**src/hw/adccmd_pkg.sv**
```systemverilog
// Purpose: constants and types for the ADC command decoder
// Assumes: command bytes arrive MSB first over the serial port
// Notes:   delays are counted in conversion-clock ticks
`default_nettype none
package adccmd_pkg;
  // command byte fields
  localparam int SEL_SCAN_BIT = 7;
  localparam int SEL_CFG_BIT  = 6;
  localparam int CH_HI        = 5;
  localparam int CH_LO        = 3;
  localparam int SCAN_HI      = 2;
  localparam int SCAN_LO      = 1;
  localparam int TEMP_BIT     = 0;
  localparam int CK_HI        = 5;
  localparam int CK_LO        = 4;
  localparam int REF_HI       = 3;
  localparam int REF_LO       = 2;
  localparam int PAIR_HI      = 1;
  localparam int PAIR_LO      = 0;
  // reset values: clock mode 10, reference mode 10, no pairing byte
  localparam logic [5:0] CFG_RESET  = 6'h28;
  localparam logic [7:0] PAIR_RESET = 8'h00;
  localparam logic [7:0] SCAN_RESET = 8'h80;
  // delays in conversion clock cycles
  localparam logic [7:0] DLY_AIN_WAKE  = 8'hda;  // 218
  localparam logic [7:0] DLY_TEMP_WAKE = 8'hf4;  // 244
  localparam logic [7:0] DLY_TEMP_HELD = 8'hbc;  // 188
  localparam logic [2:0] LAST_CH       = 3'h7;
  localparam logic [2:0] PAIR_MSB      = 3'h7;
  localparam logic [2:0] BYTE_LAST_BIT = 3'h7;

  typedef enum logic [1:0] {
    SCAN_TO_N, SCAN_FROM_N, SCAN_REPEAT, SCAN_SINGLE
  } adccmd_scan_e;

  typedef enum logic [2:0] {
    SQ_IDLE, SQ_WAKE, SQ_TEMP, SQ_NEXT, SQ_WAIT
  } adccmd_seq_e;
endpackage
`default_nettype wire

```
**src/hw/adccmd_decoder.sv**
```systemverilog
// Purpose: decode ADC scan/setup command bytes and sequence scans
// Assumes: serial and convert-start pins are asynchronous to mclk_in
// Notes:   analog conversion is outside; conv_done_in ends each one
`timescale 1ns/1ps
`default_nettype none
// Summary of operation
// - bits 7:6 = 01 write setup byte
// - bit 7 set writes scan command
// - scan bits 5:3 give channel N
// - mode 00 converts channels 0..N
// - mode 01 converts channels N..7
// - mode 10 repeats N, count from averaging
// - mode 11 converts N once only
// - bit 0 adds temperature, converted first
// - setup bits 5:4 clock mode, hi resets one
// - modes 00/10 internal timing; 10 pin is ANALOG_INPUT_SEVEN
// - mode 01 acquisition timed by start pin
// - mode 11 serial clock drives conversion timing
// - setup bits 3:2 select reference mode
// - setup bits 1:0 pick pairing register
// - force bit keeps reference powered
// - mode 00 and DAC up keeps reference
// - mode 00 and DAC pulled keeps reference
// - held reference: temperature waits 188 cycles
// - modes 00/10 ref off after scan, 218 wake
// - temperature powers reference, waits 244 cycles
// - modes 01/11 inputs skip internal reference
// - reference mode 10 is default
// - ref-two pin is ANALOG_INPUT_SIX in 00/10
// - modes 1x start on write, 0x pin
// - select 10/11: next byte to pairing register
// - skip start/ref pins; pairs ignore bit0
module adccmd_decoder
  import adccmd_pkg::*;
(
  // clock and reset
  input  wire logic       mclk_in,
  input  wire logic       rst_in,
  // serial command port and start pin
  input  wire logic       sclk_in,
  input  wire logic       cs_n_in,
  input  wire logic       sdi_in,
  input  wire logic       convert_start_pin_n_in,
  // state of neighbouring blocks
  input  wire logic       force_reference_on_in,
  input  wire logic       dac_powered_up_in,
  input  wire logic       dac_pulled_to_ref_in,
  input  wire logic [4:0] repeat_results_in,
  input  wire logic       conv_done_in,
  // configuration
  output logic [1:0]      clock_mode_out,
  output logic [1:0]      reference_mode_out,
  output logic [7:0]      unipolar_pairs_out,
  output logic [7:0]      bipolar_pairs_out,
  output logic            analog_input_seven_sel_out,
  output logic            reference_pin_two_is_ref_out,
  output logic            reference_power_out,
  // conversion requests
  output logic            conv_req_out,
  output logic [2:0]      conv_channel_out,
  output logic            conv_temp_out,
  output logic            conv_differential_out,
  output logic            conv_bipolar_out,
  output logic            scan_busy_out,
  // bytes for other decoders
  output logic            other_cmd_valid_out,
  output logic [7:0]      other_cmd_byte_out
);
  import adccmd_pkg::*;

  function automatic logic pair_bit(input logic [2:0] c, input logic [7:0] r);
    pair_bit = r[PAIR_MSB - {1'b0, c[2:1]}];
  endfunction

  // pins doubling as start or ref-two inputs are never converted
  function automatic logic ch_blocked(input logic [2:0] c, input logic [5:0] cfg,
                                      input logic [7:0] diff);
    logic bad6;
    logic bad7;
    bad6 = cfg[REF_LO];
    bad7 = ~cfg[CK_HI];
    if (pair_bit(c, diff)) begin
      ch_blocked = c[0] | ((c[2:1] == 2'b11) & (bad6 | bad7));
    end else begin
      ch_blocked = ((c == 3'h7) & bad7) | ((c == 3'h6) & bad6);
    end
  endfunction

  // front end state
  logic [2:0] sclk_s_ff, nxt_sclk_s;
  logic [1:0] cs_s_ff, nxt_cs_s;
  logic [1:0] sdi_s_ff, nxt_sdi_s;
  logic [2:0] cnv_s_ff, nxt_cnv_s;
  logic [6:0] shift_ff, nxt_shift;
  logic [2:0] bits_ff, nxt_bits;
  logic       pair_pend_ff, nxt_pair_pend;
  logic       other_mode_ff, nxt_other_mode;
  logic [5:0] cfg_ff, nxt_cfg;
  logic [7:0] scan_ff, nxt_scan;
  logic       scan_wr_ff, nxt_scan_wr;
  logic [7:0] uni_ff, nxt_uni;
  logic [7:0] bip_ff, nxt_bip;
  logic       oth_v_ff, nxt_oth_v;
  logic [7:0] oth_b_ff, nxt_oth_b;
  logic       sclk_rise;
  logic       byte_done;
  logic [7:0] rx_byte;

  always_comb begin
    // first stage feeds only the second stage
    nxt_sclk_s = {sclk_s_ff[1:0], sclk_in};
    nxt_cs_s   = {cs_s_ff[0], cs_n_in};
    nxt_sdi_s  = {sdi_s_ff[0], sdi_in};
    nxt_cnv_s  = {cnv_s_ff[1:0], convert_start_pin_n_in};
    sclk_rise  = sclk_s_ff[1] & ~sclk_s_ff[2];
    rx_byte    = {shift_ff, sdi_s_ff[1]};
    byte_done  = 1'b0;
    nxt_shift      = shift_ff;
    nxt_bits       = bits_ff;
    nxt_pair_pend  = pair_pend_ff;
    nxt_other_mode = other_mode_ff;
    nxt_cfg        = cfg_ff;
    nxt_scan       = scan_ff;
    nxt_scan_wr    = 1'b0;
    nxt_uni        = uni_ff;
    nxt_bip        = bip_ff;
    nxt_oth_v      = 1'b0;
    nxt_oth_b      = oth_b_ff;
    if (cs_s_ff[1]) begin
      nxt_bits       = 3'h0;
      nxt_pair_pend  = 1'b0;
      nxt_other_mode = 1'b0;
    end else if (sclk_rise) begin
      nxt_shift = rx_byte[6:0];
      if (bits_ff == BYTE_LAST_BIT) begin
        byte_done = 1'b1;
        nxt_bits  = 3'h0;
      end else begin
        nxt_bits = bits_ff + 3'h1;
      end
    end
    if (byte_done) begin
      if (pair_pend_ff) begin
        nxt_pair_pend = 1'b0;
        if (cfg_ff[PAIR_LO]) begin
          nxt_bip = rx_byte;
        end else begin
          nxt_uni = rx_byte;
        end
      end else if (other_mode_ff) begin
        nxt_oth_v = 1'b1;
        nxt_oth_b = rx_byte;
      end else if (rx_byte[SEL_SCAN_BIT]) begin
        nxt_scan    = rx_byte;
        nxt_scan_wr = 1'b1;
      end else if (rx_byte[SEL_CFG_BIT]) begin
        nxt_cfg       = rx_byte[5:0];
        nxt_pair_pend = rx_byte[PAIR_HI];
      end else begin
        // rest of frame belongs to the other decoder too
        nxt_oth_v      = 1'b1;
        nxt_oth_b      = rx_byte;
        nxt_other_mode = 1'b1;
      end
    end
  end

  always_ff @(posedge mclk_in) begin
    if (rst_in) begin
      sclk_s_ff     <= 3'h0;
      cs_s_ff       <= 2'h3;
      sdi_s_ff      <= 2'h0;
      cnv_s_ff      <= 3'h7;
      shift_ff      <= 7'h00;
      bits_ff       <= 3'h0;
      pair_pend_ff  <= 1'b0;
      other_mode_ff <= 1'b0;
      cfg_ff        <= CFG_RESET;
      scan_ff       <= SCAN_RESET;
      scan_wr_ff    <= 1'b0;
      uni_ff        <= PAIR_RESET;
      bip_ff        <= PAIR_RESET;
      oth_v_ff      <= 1'b0;
      oth_b_ff      <= 8'h00;
    end else begin
      sclk_s_ff     <= nxt_sclk_s;
      cs_s_ff       <= nxt_cs_s;
      sdi_s_ff      <= nxt_sdi_s;
      cnv_s_ff      <= nxt_cnv_s;
      shift_ff      <= nxt_shift;
      bits_ff       <= nxt_bits;
      pair_pend_ff  <= nxt_pair_pend;
      other_mode_ff <= nxt_other_mode;
      cfg_ff        <= nxt_cfg;
      scan_ff       <= nxt_scan;
      scan_wr_ff    <= nxt_scan_wr;
      uni_ff        <= nxt_uni;
      bip_ff        <= nxt_bip;
      oth_v_ff      <= nxt_oth_v;
      oth_b_ff      <= nxt_oth_b;
    end
  end

  // scan sequencer state
  adccmd_seq_e  seq_ff, nxt_seq;
  adccmd_scan_e mode_ff, nxt_mode;
  logic [7:0] dly_ff, nxt_dly;
  logic [2:0] ch_ff, nxt_ch;
  logic [2:0] last_ff, nxt_last;
  logic [4:0] rep_ff, nxt_rep;
  logic       temp_ff, nxt_temp;
  logic       need_ff, nxt_need;
  logic       ref_on_ff, nxt_ref_on;
  logic       req_ff, nxt_req;
  logic       busy_ff, nxt_busy;
  logic [2:0] cch_ff, nxt_cch;
  logic       ctemp_ff, nxt_ctemp;
  logic       cdiff_ff, nxt_cdiff;
  logic       cbip_ff, nxt_cbip;
  logic       tick;
  logic       perm;
  logic       start;
  logic       adv;
  logic       fin;
  logic [2:0] n_eff;
  logic [7:0] diff;

  always_comb begin
    diff  = uni_ff | bip_ff;
    // mode 11 counts serial clock edges, others the internal clock
    tick  = (cfg_ff[CK_HI:CK_LO] == 2'b11) ? sclk_rise : 1'b1;
    perm  = force_reference_on_in
          | ((cfg_ff[REF_HI:REF_LO] == 2'b00)
             & (dac_powered_up_in | dac_pulled_to_ref_in));
    if (cfg_ff[CK_HI]) begin
      start = scan_wr_ff;
    end else if (cfg_ff[CK_LO]) begin
      start = cnv_s_ff[1] & ~cnv_s_ff[2];
    end else begin
      start = ~cnv_s_ff[1] & cnv_s_ff[2];
    end
    n_eff = scan_ff[CH_HI:CH_LO];
    if (pair_bit(n_eff, diff)) begin
      n_eff[0] = 1'b0;
    end
    nxt_seq   = seq_ff;
    nxt_mode  = mode_ff;
    nxt_dly   = dly_ff;
    nxt_ch    = ch_ff;
    nxt_last  = last_ff;
    nxt_rep   = rep_ff;
    nxt_temp  = temp_ff;
    nxt_need  = need_ff;
    nxt_req   = 1'b0;
    nxt_cch   = cch_ff;
    nxt_ctemp = ctemp_ff;
    nxt_cdiff = cdiff_ff;
    nxt_cbip  = cbip_ff;
    adv       = 1'b0;
    case (seq_ff)
      SQ_IDLE: begin
        if (start) begin
          nxt_mode = adccmd_scan_e'(scan_ff[SCAN_HI:SCAN_LO]);
          nxt_temp = scan_ff[TEMP_BIT];
          nxt_need = scan_ff[TEMP_BIT] | ~cfg_ff[REF_LO];
          nxt_rep  = (repeat_results_in == 5'h00) ? 5'h01 : repeat_results_in;
          case (adccmd_scan_e'(scan_ff[SCAN_HI:SCAN_LO]))
            SCAN_TO_N: begin
              nxt_ch   = 3'h0;
              nxt_last = scan_ff[CH_HI:CH_LO];
            end
            SCAN_FROM_N: begin
              nxt_ch   = scan_ff[CH_HI:CH_LO];
              nxt_last = LAST_CH;
            end
            default: begin
              nxt_ch   = n_eff;
              nxt_last = n_eff;
            end
          endcase
          if (scan_ff[TEMP_BIT]) begin
            nxt_dly = perm ? DLY_TEMP_HELD : DLY_TEMP_WAKE;
          end else if (~cfg_ff[REF_LO] & ~ref_on_ff) begin
            nxt_dly = DLY_AIN_WAKE;
          end else begin
            nxt_dly = 8'h00;
          end
          nxt_seq = SQ_WAKE;
        end
      end
      SQ_WAKE: begin
        if (dly_ff == 8'h00) begin
          nxt_seq = temp_ff ? SQ_TEMP : SQ_NEXT;
        end else if (tick) begin
          nxt_dly = dly_ff - 8'h01;
        end
      end
      SQ_TEMP: begin
        nxt_req   = 1'b1;
        nxt_ctemp = 1'b1;
        nxt_temp  = 1'b0;
        nxt_seq   = SQ_WAIT;
      end
      SQ_NEXT: begin
        if (ch_blocked(ch_ff, cfg_ff, diff)) begin
          adv = 1'b1;
        end else begin
          nxt_req   = 1'b1;
          nxt_ctemp = 1'b0;
          nxt_cch   = ch_ff;
          nxt_cdiff = pair_bit(ch_ff, diff);
          nxt_cbip  = pair_bit(ch_ff, bip_ff);
          nxt_seq   = SQ_WAIT;
        end
      end
      SQ_WAIT: begin
        if (conv_done_in) begin
          adv = ~ctemp_ff;
          if (ctemp_ff) begin
            nxt_seq = SQ_NEXT;
          end
        end
      end
      default: nxt_seq = SQ_IDLE;
    endcase
    fin = (mode_ff == SCAN_REPEAT) ? (rep_ff <= 5'h01) :
          (mode_ff == SCAN_SINGLE) | (ch_ff == last_ff);
    if (adv) begin
      if (fin) begin
        nxt_seq = SQ_IDLE;
      end else begin
        nxt_seq = SQ_NEXT;
        if (mode_ff == SCAN_REPEAT) begin
          nxt_rep = rep_ff - 5'h01;
        end else begin
          nxt_ch = ch_ff + 3'h1;
        end
      end
    end
    // auto power-down at scan end unless held on
    nxt_ref_on = perm | ((nxt_seq != SQ_IDLE) & nxt_need);
    // registered so the busy pin carries no decode glitch
    nxt_busy   = (nxt_seq != SQ_IDLE);
  end

  always_ff @(posedge mclk_in) begin
    if (rst_in) begin
      seq_ff    <= SQ_IDLE;
      mode_ff   <= SCAN_TO_N;
      dly_ff    <= 8'h00;
      ch_ff     <= 3'h0;
      last_ff   <= 3'h0;
      rep_ff    <= 5'h01;
      temp_ff   <= 1'b0;
      need_ff   <= 1'b0;
      ref_on_ff <= 1'b0;
      busy_ff   <= 1'b0;
      req_ff    <= 1'b0;
      cch_ff    <= 3'h0;
      ctemp_ff  <= 1'b0;
      cdiff_ff  <= 1'b0;
      cbip_ff   <= 1'b0;
    end else begin
      seq_ff    <= nxt_seq;
      mode_ff   <= nxt_mode;
      dly_ff    <= nxt_dly;
      ch_ff     <= nxt_ch;
      last_ff   <= nxt_last;
      rep_ff    <= nxt_rep;
      temp_ff   <= nxt_temp;
      need_ff   <= nxt_need;
      ref_on_ff <= nxt_ref_on;
      busy_ff   <= nxt_busy;
      req_ff    <= nxt_req;
      cch_ff    <= nxt_cch;
      ctemp_ff  <= nxt_ctemp;
      cdiff_ff  <= nxt_cdiff;
      cbip_ff   <= nxt_cbip;
    end
  end

  assign clock_mode_out               = cfg_ff[CK_HI:CK_LO];
  assign reference_mode_out           = cfg_ff[REF_HI:REF_LO];
  assign unipolar_pairs_out           = uni_ff;
  assign bipolar_pairs_out            = bip_ff;
  assign analog_input_seven_sel_out   = cfg_ff[CK_HI];
  assign reference_pin_two_is_ref_out = cfg_ff[REF_LO];
  assign reference_power_out          = ref_on_ff;
  assign conv_req_out                 = req_ff;
  assign conv_channel_out             = cch_ff;
  assign conv_temp_out                = ctemp_ff;
  assign conv_differential_out        = cdiff_ff;
  assign conv_bipolar_out             = cbip_ff;
  assign scan_busy_out                = busy_ff;
  assign other_cmd_valid_out          = oth_v_ff;
  assign other_cmd_byte_out           = oth_b_ff;

  AST_SCAN_WRITE: assert property (@(posedge mclk_in) disable iff (rst_in)
    byte_done && rx_byte[7] && !pair_pend_ff && !other_mode_ff
    |=> scan_ff == $past(rx_byte) && scan_wr_ff) else $error("scan write lost");
  AST_CFG_WRITE: assert property (@(posedge mclk_in) disable iff (rst_in)
    byte_done && rx_byte[7:6] == 2'b01 && !pair_pend_ff && !other_mode_ff
    |=> cfg_ff == $past(rx_byte[5:0]) && !scan_wr_ff) else $error("setup write lost");
  AST_CFG_RESET: assert property (@(posedge mclk_in)
    rst_in |=> cfg_ff[CK_HI] && cfg_ff[REF_HI:REF_LO] == 2'b10) else $error("bad reset");
  AST_PAIR_BYTE: assert property (@(posedge mclk_in) disable iff (rst_in)
    byte_done && pair_pend_ff && !cfg_ff[PAIR_LO]
    |=> uni_ff == $past(rx_byte) && !pair_pend_ff) else $error("pairing byte lost");
  AST_REF_HELD: assert property (@(posedge mclk_in) disable iff (rst_in)
    force_reference_on_in |=> ref_on_ff) else $error("reference not held");
  AST_TEMP_WAKE: assert property (@(posedge mclk_in) disable iff (rst_in)
    seq_ff == SQ_IDLE && start && scan_ff[TEMP_BIT] && !perm
    |=> seq_ff == SQ_WAKE && dly_ff == 8'hf4) else $error("temp wake delay");
  AST_TEMP_HELD: assert property (@(posedge mclk_in) disable iff (rst_in)
    seq_ff == SQ_IDLE && start && scan_ff[TEMP_BIT] && perm
    |=> dly_ff == 8'hbc ##1 !req_ff) else $error("held temp delay");
  AST_NO_BLOCKED: assert property (@(posedge mclk_in) disable iff (rst_in)
    req_ff && !ctemp_ff |-> !ch_blocked(cch_ff, cfg_ff, uni_ff | bip_ff))
    else $error("blocked channel converted");
  AST_WRITE_START: assert property (@(posedge mclk_in) disable iff (rst_in)
    scan_wr_ff && cfg_ff[CK_HI] && seq_ff == SQ_IDLE |=> seq_ff == SQ_WAKE)
    else $error("scan write did not start");
endmodule
`default_nettype wire

```
**config.mk**
```make
export PLATFORM = sky130hd
export DESIGN_NAME = adccmd_decoder
export DESIGN_NICKNAME = d
export VERILOG_FILES = /design/src/hw/adccmd_pkg.sv /design/src/hw/adccmd_decoder.sv
export SDC_FILE = /design/constraint.sdc
export NUM_CORES = 1
export LEC_CHECK = 0
export ABC_CLOCK_PERIOD_IN_PS = 3750
export BUFFER_PORTS_ARGS = -buffer_cell sky130_fd_sc_hd__buf_4
export CAP_MARGIN = 0
export CORE_MARGIN = 4
export CORE_UTILIZATION = 60
export DETAILED_ROUTE_END_ITERATION = 7
export PLACE_DENSITY = 0.82
export SETUP_SLACK_MARGIN = 0.15
export SYNTH_ARGS = -nofsm -noshare
export SYNTH_HDL_FRONTEND = slang
export SYNTH_SLANG_ARGS = --single-unit
```
**constraint.sdc**
```tcl
create_clock -name mclk_in -period 3.75 [get_ports mclk_in]
set_input_delay 0.1875 -clock mclk_in [delete_from_list [all_inputs] [get_ports mclk_in]]
set_output_delay 0.1875 -clock mclk_in [all_outputs]
set_load 0.01 [all_outputs]
```
==> results.md <==
- Status: finished clean
- Buf/Inv on CP: 0
- Post-synth EDFFs: 0
- Slowest stage cell, crit path: o22ai_1
- Cell repeated most along the worst path: o21a_1
- Number of H-tree levels: 3
- Fin util: 71.0%
- Setup crit end kind: flip-flop
- Unique masters post-synth: 58
- Reg2reg path depth: 6
- Setup crit start: seq_ff[0]
- I/O Buffers: 54
- Antenna Nets Post-Route: 0
- CP Max Fanout: 12
- Switching Fraction: 22.7%
- Reg-to-Reg Start: seq_ff[0]
- Post-Synth XOR/XNOR Area: 0.623%
- Die width: 91.8 um
- Starting Density: 62.0%
- Via density: 5.86
- Routed WL: 9610 um
- Setup WS pre-CTS: 1.18 ns
- Hold Vio Cnt, Final: 0
- Power Internal: 1.33 mW
- Required @ worst endpoint: 4.00 ns
- DR iter-0 viols: 238
- Pleak: 1.94 nW
- Post-Place Cells: 603
- Rel. slew slack: 37.8%
- Initial antenna violation count: 0
- Syn nets: 505
- CP Class: flip-flop to flip-flop
- DPL Wire Length: 6720 um
- Sequential area share after synthesis: 44.6%
- Yosys warning total: 0
- Average size of a mapped cell: 8.76 um2
- TritonCTS sink count: 94
- Post-CTS Resized: 0
- RD Place Congestion: 0.857
- Vias post-DR: 3,636
- Hold-fix buffers, CTS: 1
- Setup crit end: dly_ff[7]
- Worst VDD drop: 0.259 mV
- NetSw: 391 uW
- RSZ-0062 raised after global routing: no
- Part of the cycle the worst path needs: 69.8%
- Simple-Gate Fraction of Synth Area: 23.3%
- Largest family of logic cells by synthesized area: simple AND/OR/NAND/NOR gates
- GRT Total Usage: 23.4%
- Clk root buf: clkbuf_8
- Post-synth ARST share: 0%
- RR Endpoint: dly_ff[7]
- # diodes: 0
- Pwr Total: 1.73 mW
- CTS tree: yes
- Design area: 0.00482 mm2
- Worst path depth: 6
- 1st-pass router iterations: 5
- Share of layout cells above drive strength 1: 17.9%
- Final setup fails: 0
- Register share of total power: 58.3%
- Layout area overhead: 14.4%
- # DRC: 0
- Placeable core area: 0.00679 mm2
- Mapped cell area: 0.00422 mm2
- WHS: 0.0335 ns
- F_max: 382 MHz
- Max cap viols: 0
- Total global routing overflow: 0
- Ys flop type: dfxtp_1
- Adder-Cell Fraction of Synth Area: 2.67%
- Vias in the first global route: 3,557
- Compound-Gate Fraction of Synth Area: 15.5%
- Layout Skew: 0.0116 ns
- CTS buffer count: 9
- Cell count after synthesis: 481
- WL/cell: 15.5 um
- Largest net degree at the start of global routing: 92
- Largest stage delay, worst path: 0.66 ns
- Multiplexer share of the synthesized area: 8.85%
- Yosys reg bits: 94
- Die area: 0.00843 mm2
- Clock group share of total power: 39.2%
- Worst-Skew Late Latency: 0.36 ns
- Worst Path Arrival: 2.87 ns
- # rows: 30
- Critical path launch point type: flip-flop
- Final Slew Violations: 0
- Nets@finish: 544
- Power Density: 358 mW/mm2
- Height of the die: 91.8 um
- Comb pwr share: 2.5%
- Min-delay worst type: input port to flip-flop
- CP Cell Sequence: or3b_2 -> a31o_2 -> o22ai_1 -> nand2_1 -> o21a_1 -> o21a_1
- Post-CTS setup buffer count: 0
- Global-route wire length before repair: 16,200 um
- CP delay by family, top: compound AO/OA/AOI/OAI gates
- Reg2reg setup slack: 1.13 ns
- Worst-case clock buffer depth: 2
- Finished Layout Cells: 621
- Worst slew pin tran: 0.930 ns
- Crit path time final: 2.62 ns
- # IOs: 55
- DP Area: 0.00461 mm2
- Post-Route Setup TNS: 0 ns
- Clk pin slew, worst setup/hold paths: 0.09 ns
- Final WS setup: 1.13 ns
final cells by class:
type / instances / area [um2]
tap: 96 / 120
multi-input combinational: 347 / 2150
timing repair buffer: 57 / 433
fill: 530 / 1970
sequential: 94 / 1880
inverter: 11 / 41.3
clock inverter: 6 / 70.1
clock buffer: 10 / 128
placed cells by master, fill, tap and decap left out, types with 2 or more instances in the layout:
cell	synthesis	routed
a31oi_1	7	7
inv_1	11	11
nor3_1	20	20
xnor2_1	3	3
a21oi_1	37	37
o22ai_1	2	2
a22oi_1	3	3
a211oi_1	3	3
nor4_1	2	2
a211o_1	3	3
a311oi_1	2	2
or2_2	8	8
nand2b_1	5	5
dfxtp_1	94	94
nand3b_1	2	2
nand3_1	19	19
dlygate4sd3_1	0	2
o21ai_0	22	22
clkinvlp_4	0	2
nor2_1	65	65
or3b_2	3	3
o32ai_1	2	2
and3_4	2	2
nor2b_1	13	13
and3_1	2	2
nand2_1	45	45
ha_1	9	9
o21a_1	4	4
o2bb2a_1	2	2
clkbuf_8	0	9
and2_1	2	2
buf_4	4	55
mux4_2	2	2
or3_1	4	4
nor3b_1	3	3
mux2i_1	29	29
sequential cells by signal, indices dropped and copies added (netlist names), 5 cells and up:
name	flops
dly_ff	8
rep_ff	5
bipolar_pairs_out	8
shift_ff	7
cfg_ff	5
scan_ff	6
unipolar_pairs_out	8
other_cmd_byte_out	8
worst min path at each step:
stage | cells past startpoint | end | start | slack, ns
after CTS | 2 | cnv_s_ff[0] | convert_start_pin_n_in | 0.005
after global placement | 2 | cs_s_ff[0] | cs_n_in | 0.37
after detailed placement | 2 | cnv_s_ff[0] | convert_start_pin_n_in | 0.37
after global routing | 2 | sdi_s_ff[0] | sdi_in | 0.05
after floorplan | 1 | cnv_s_ff[0] | convert_start_pin_n_in | 0.29
final | 2 | sdi_s_ff[0] | sdi_in | 0.03
logic make-up after synthesis:
logic type / after synthesis
multiplexers: 33
AO/OA/AOI/OAI: 101
AND/OR/NAND/NOR: 201
flip-flops: 94
buffers and inverters: 40
XOR/XNOR: 3
adder cells (fa/ha/maj): 9
cells in the mapped netlist, types with 4 or more instances:
master	count	area [um2]
or3_1	4	25.0
nand3_1	19	95.1
nand2b_1	5	31.3
mux2i_1	29	290
o21ai_0	22	110
nand2_1	45	169
a31oi_1	7	43.8
a21oi_1	37	185
clkbuf_1	20	75.1
inv_1	11	41.3
nor2b_1	13	81.3
o21a_1	4	30.0
or2_2	8	50.1
nor3_1	20	100
nor2_1	65	244
buf_4	4	30.0
ha_1	9	113
dfxtp_1	94	1880
layer usage:
layer	global-route usage (%)	share of wire, %
met5	0	0
met2	39.4	48
met3	4.92	5.1
met1	29.8	45
met4	7.92	1.6
power groups by stage:
stage                     registers (mW)  clock network [mW]  logic (mW)
after detailed placement            1.03                   0      0.0409
after floorplan                     1.03                   0      0.0248
after CTS                           1.01               0.684      0.0418
after global routing                1.01               0.731      0.0473
after global placement              1.03                   0      0.0403
final                               1.01               0.676      0.0432
worst register-to-register path, stage by stage, from the launching register on:
cell and delay, ns:
dfxtp_1 0.43, or3b_2 0.60, a31o_2 0.28, o22ai_1 0.66, nand2_1 0.17, o21a_1 0.22
o21a_1 0.16
Power figures use the tool's default switching activity.
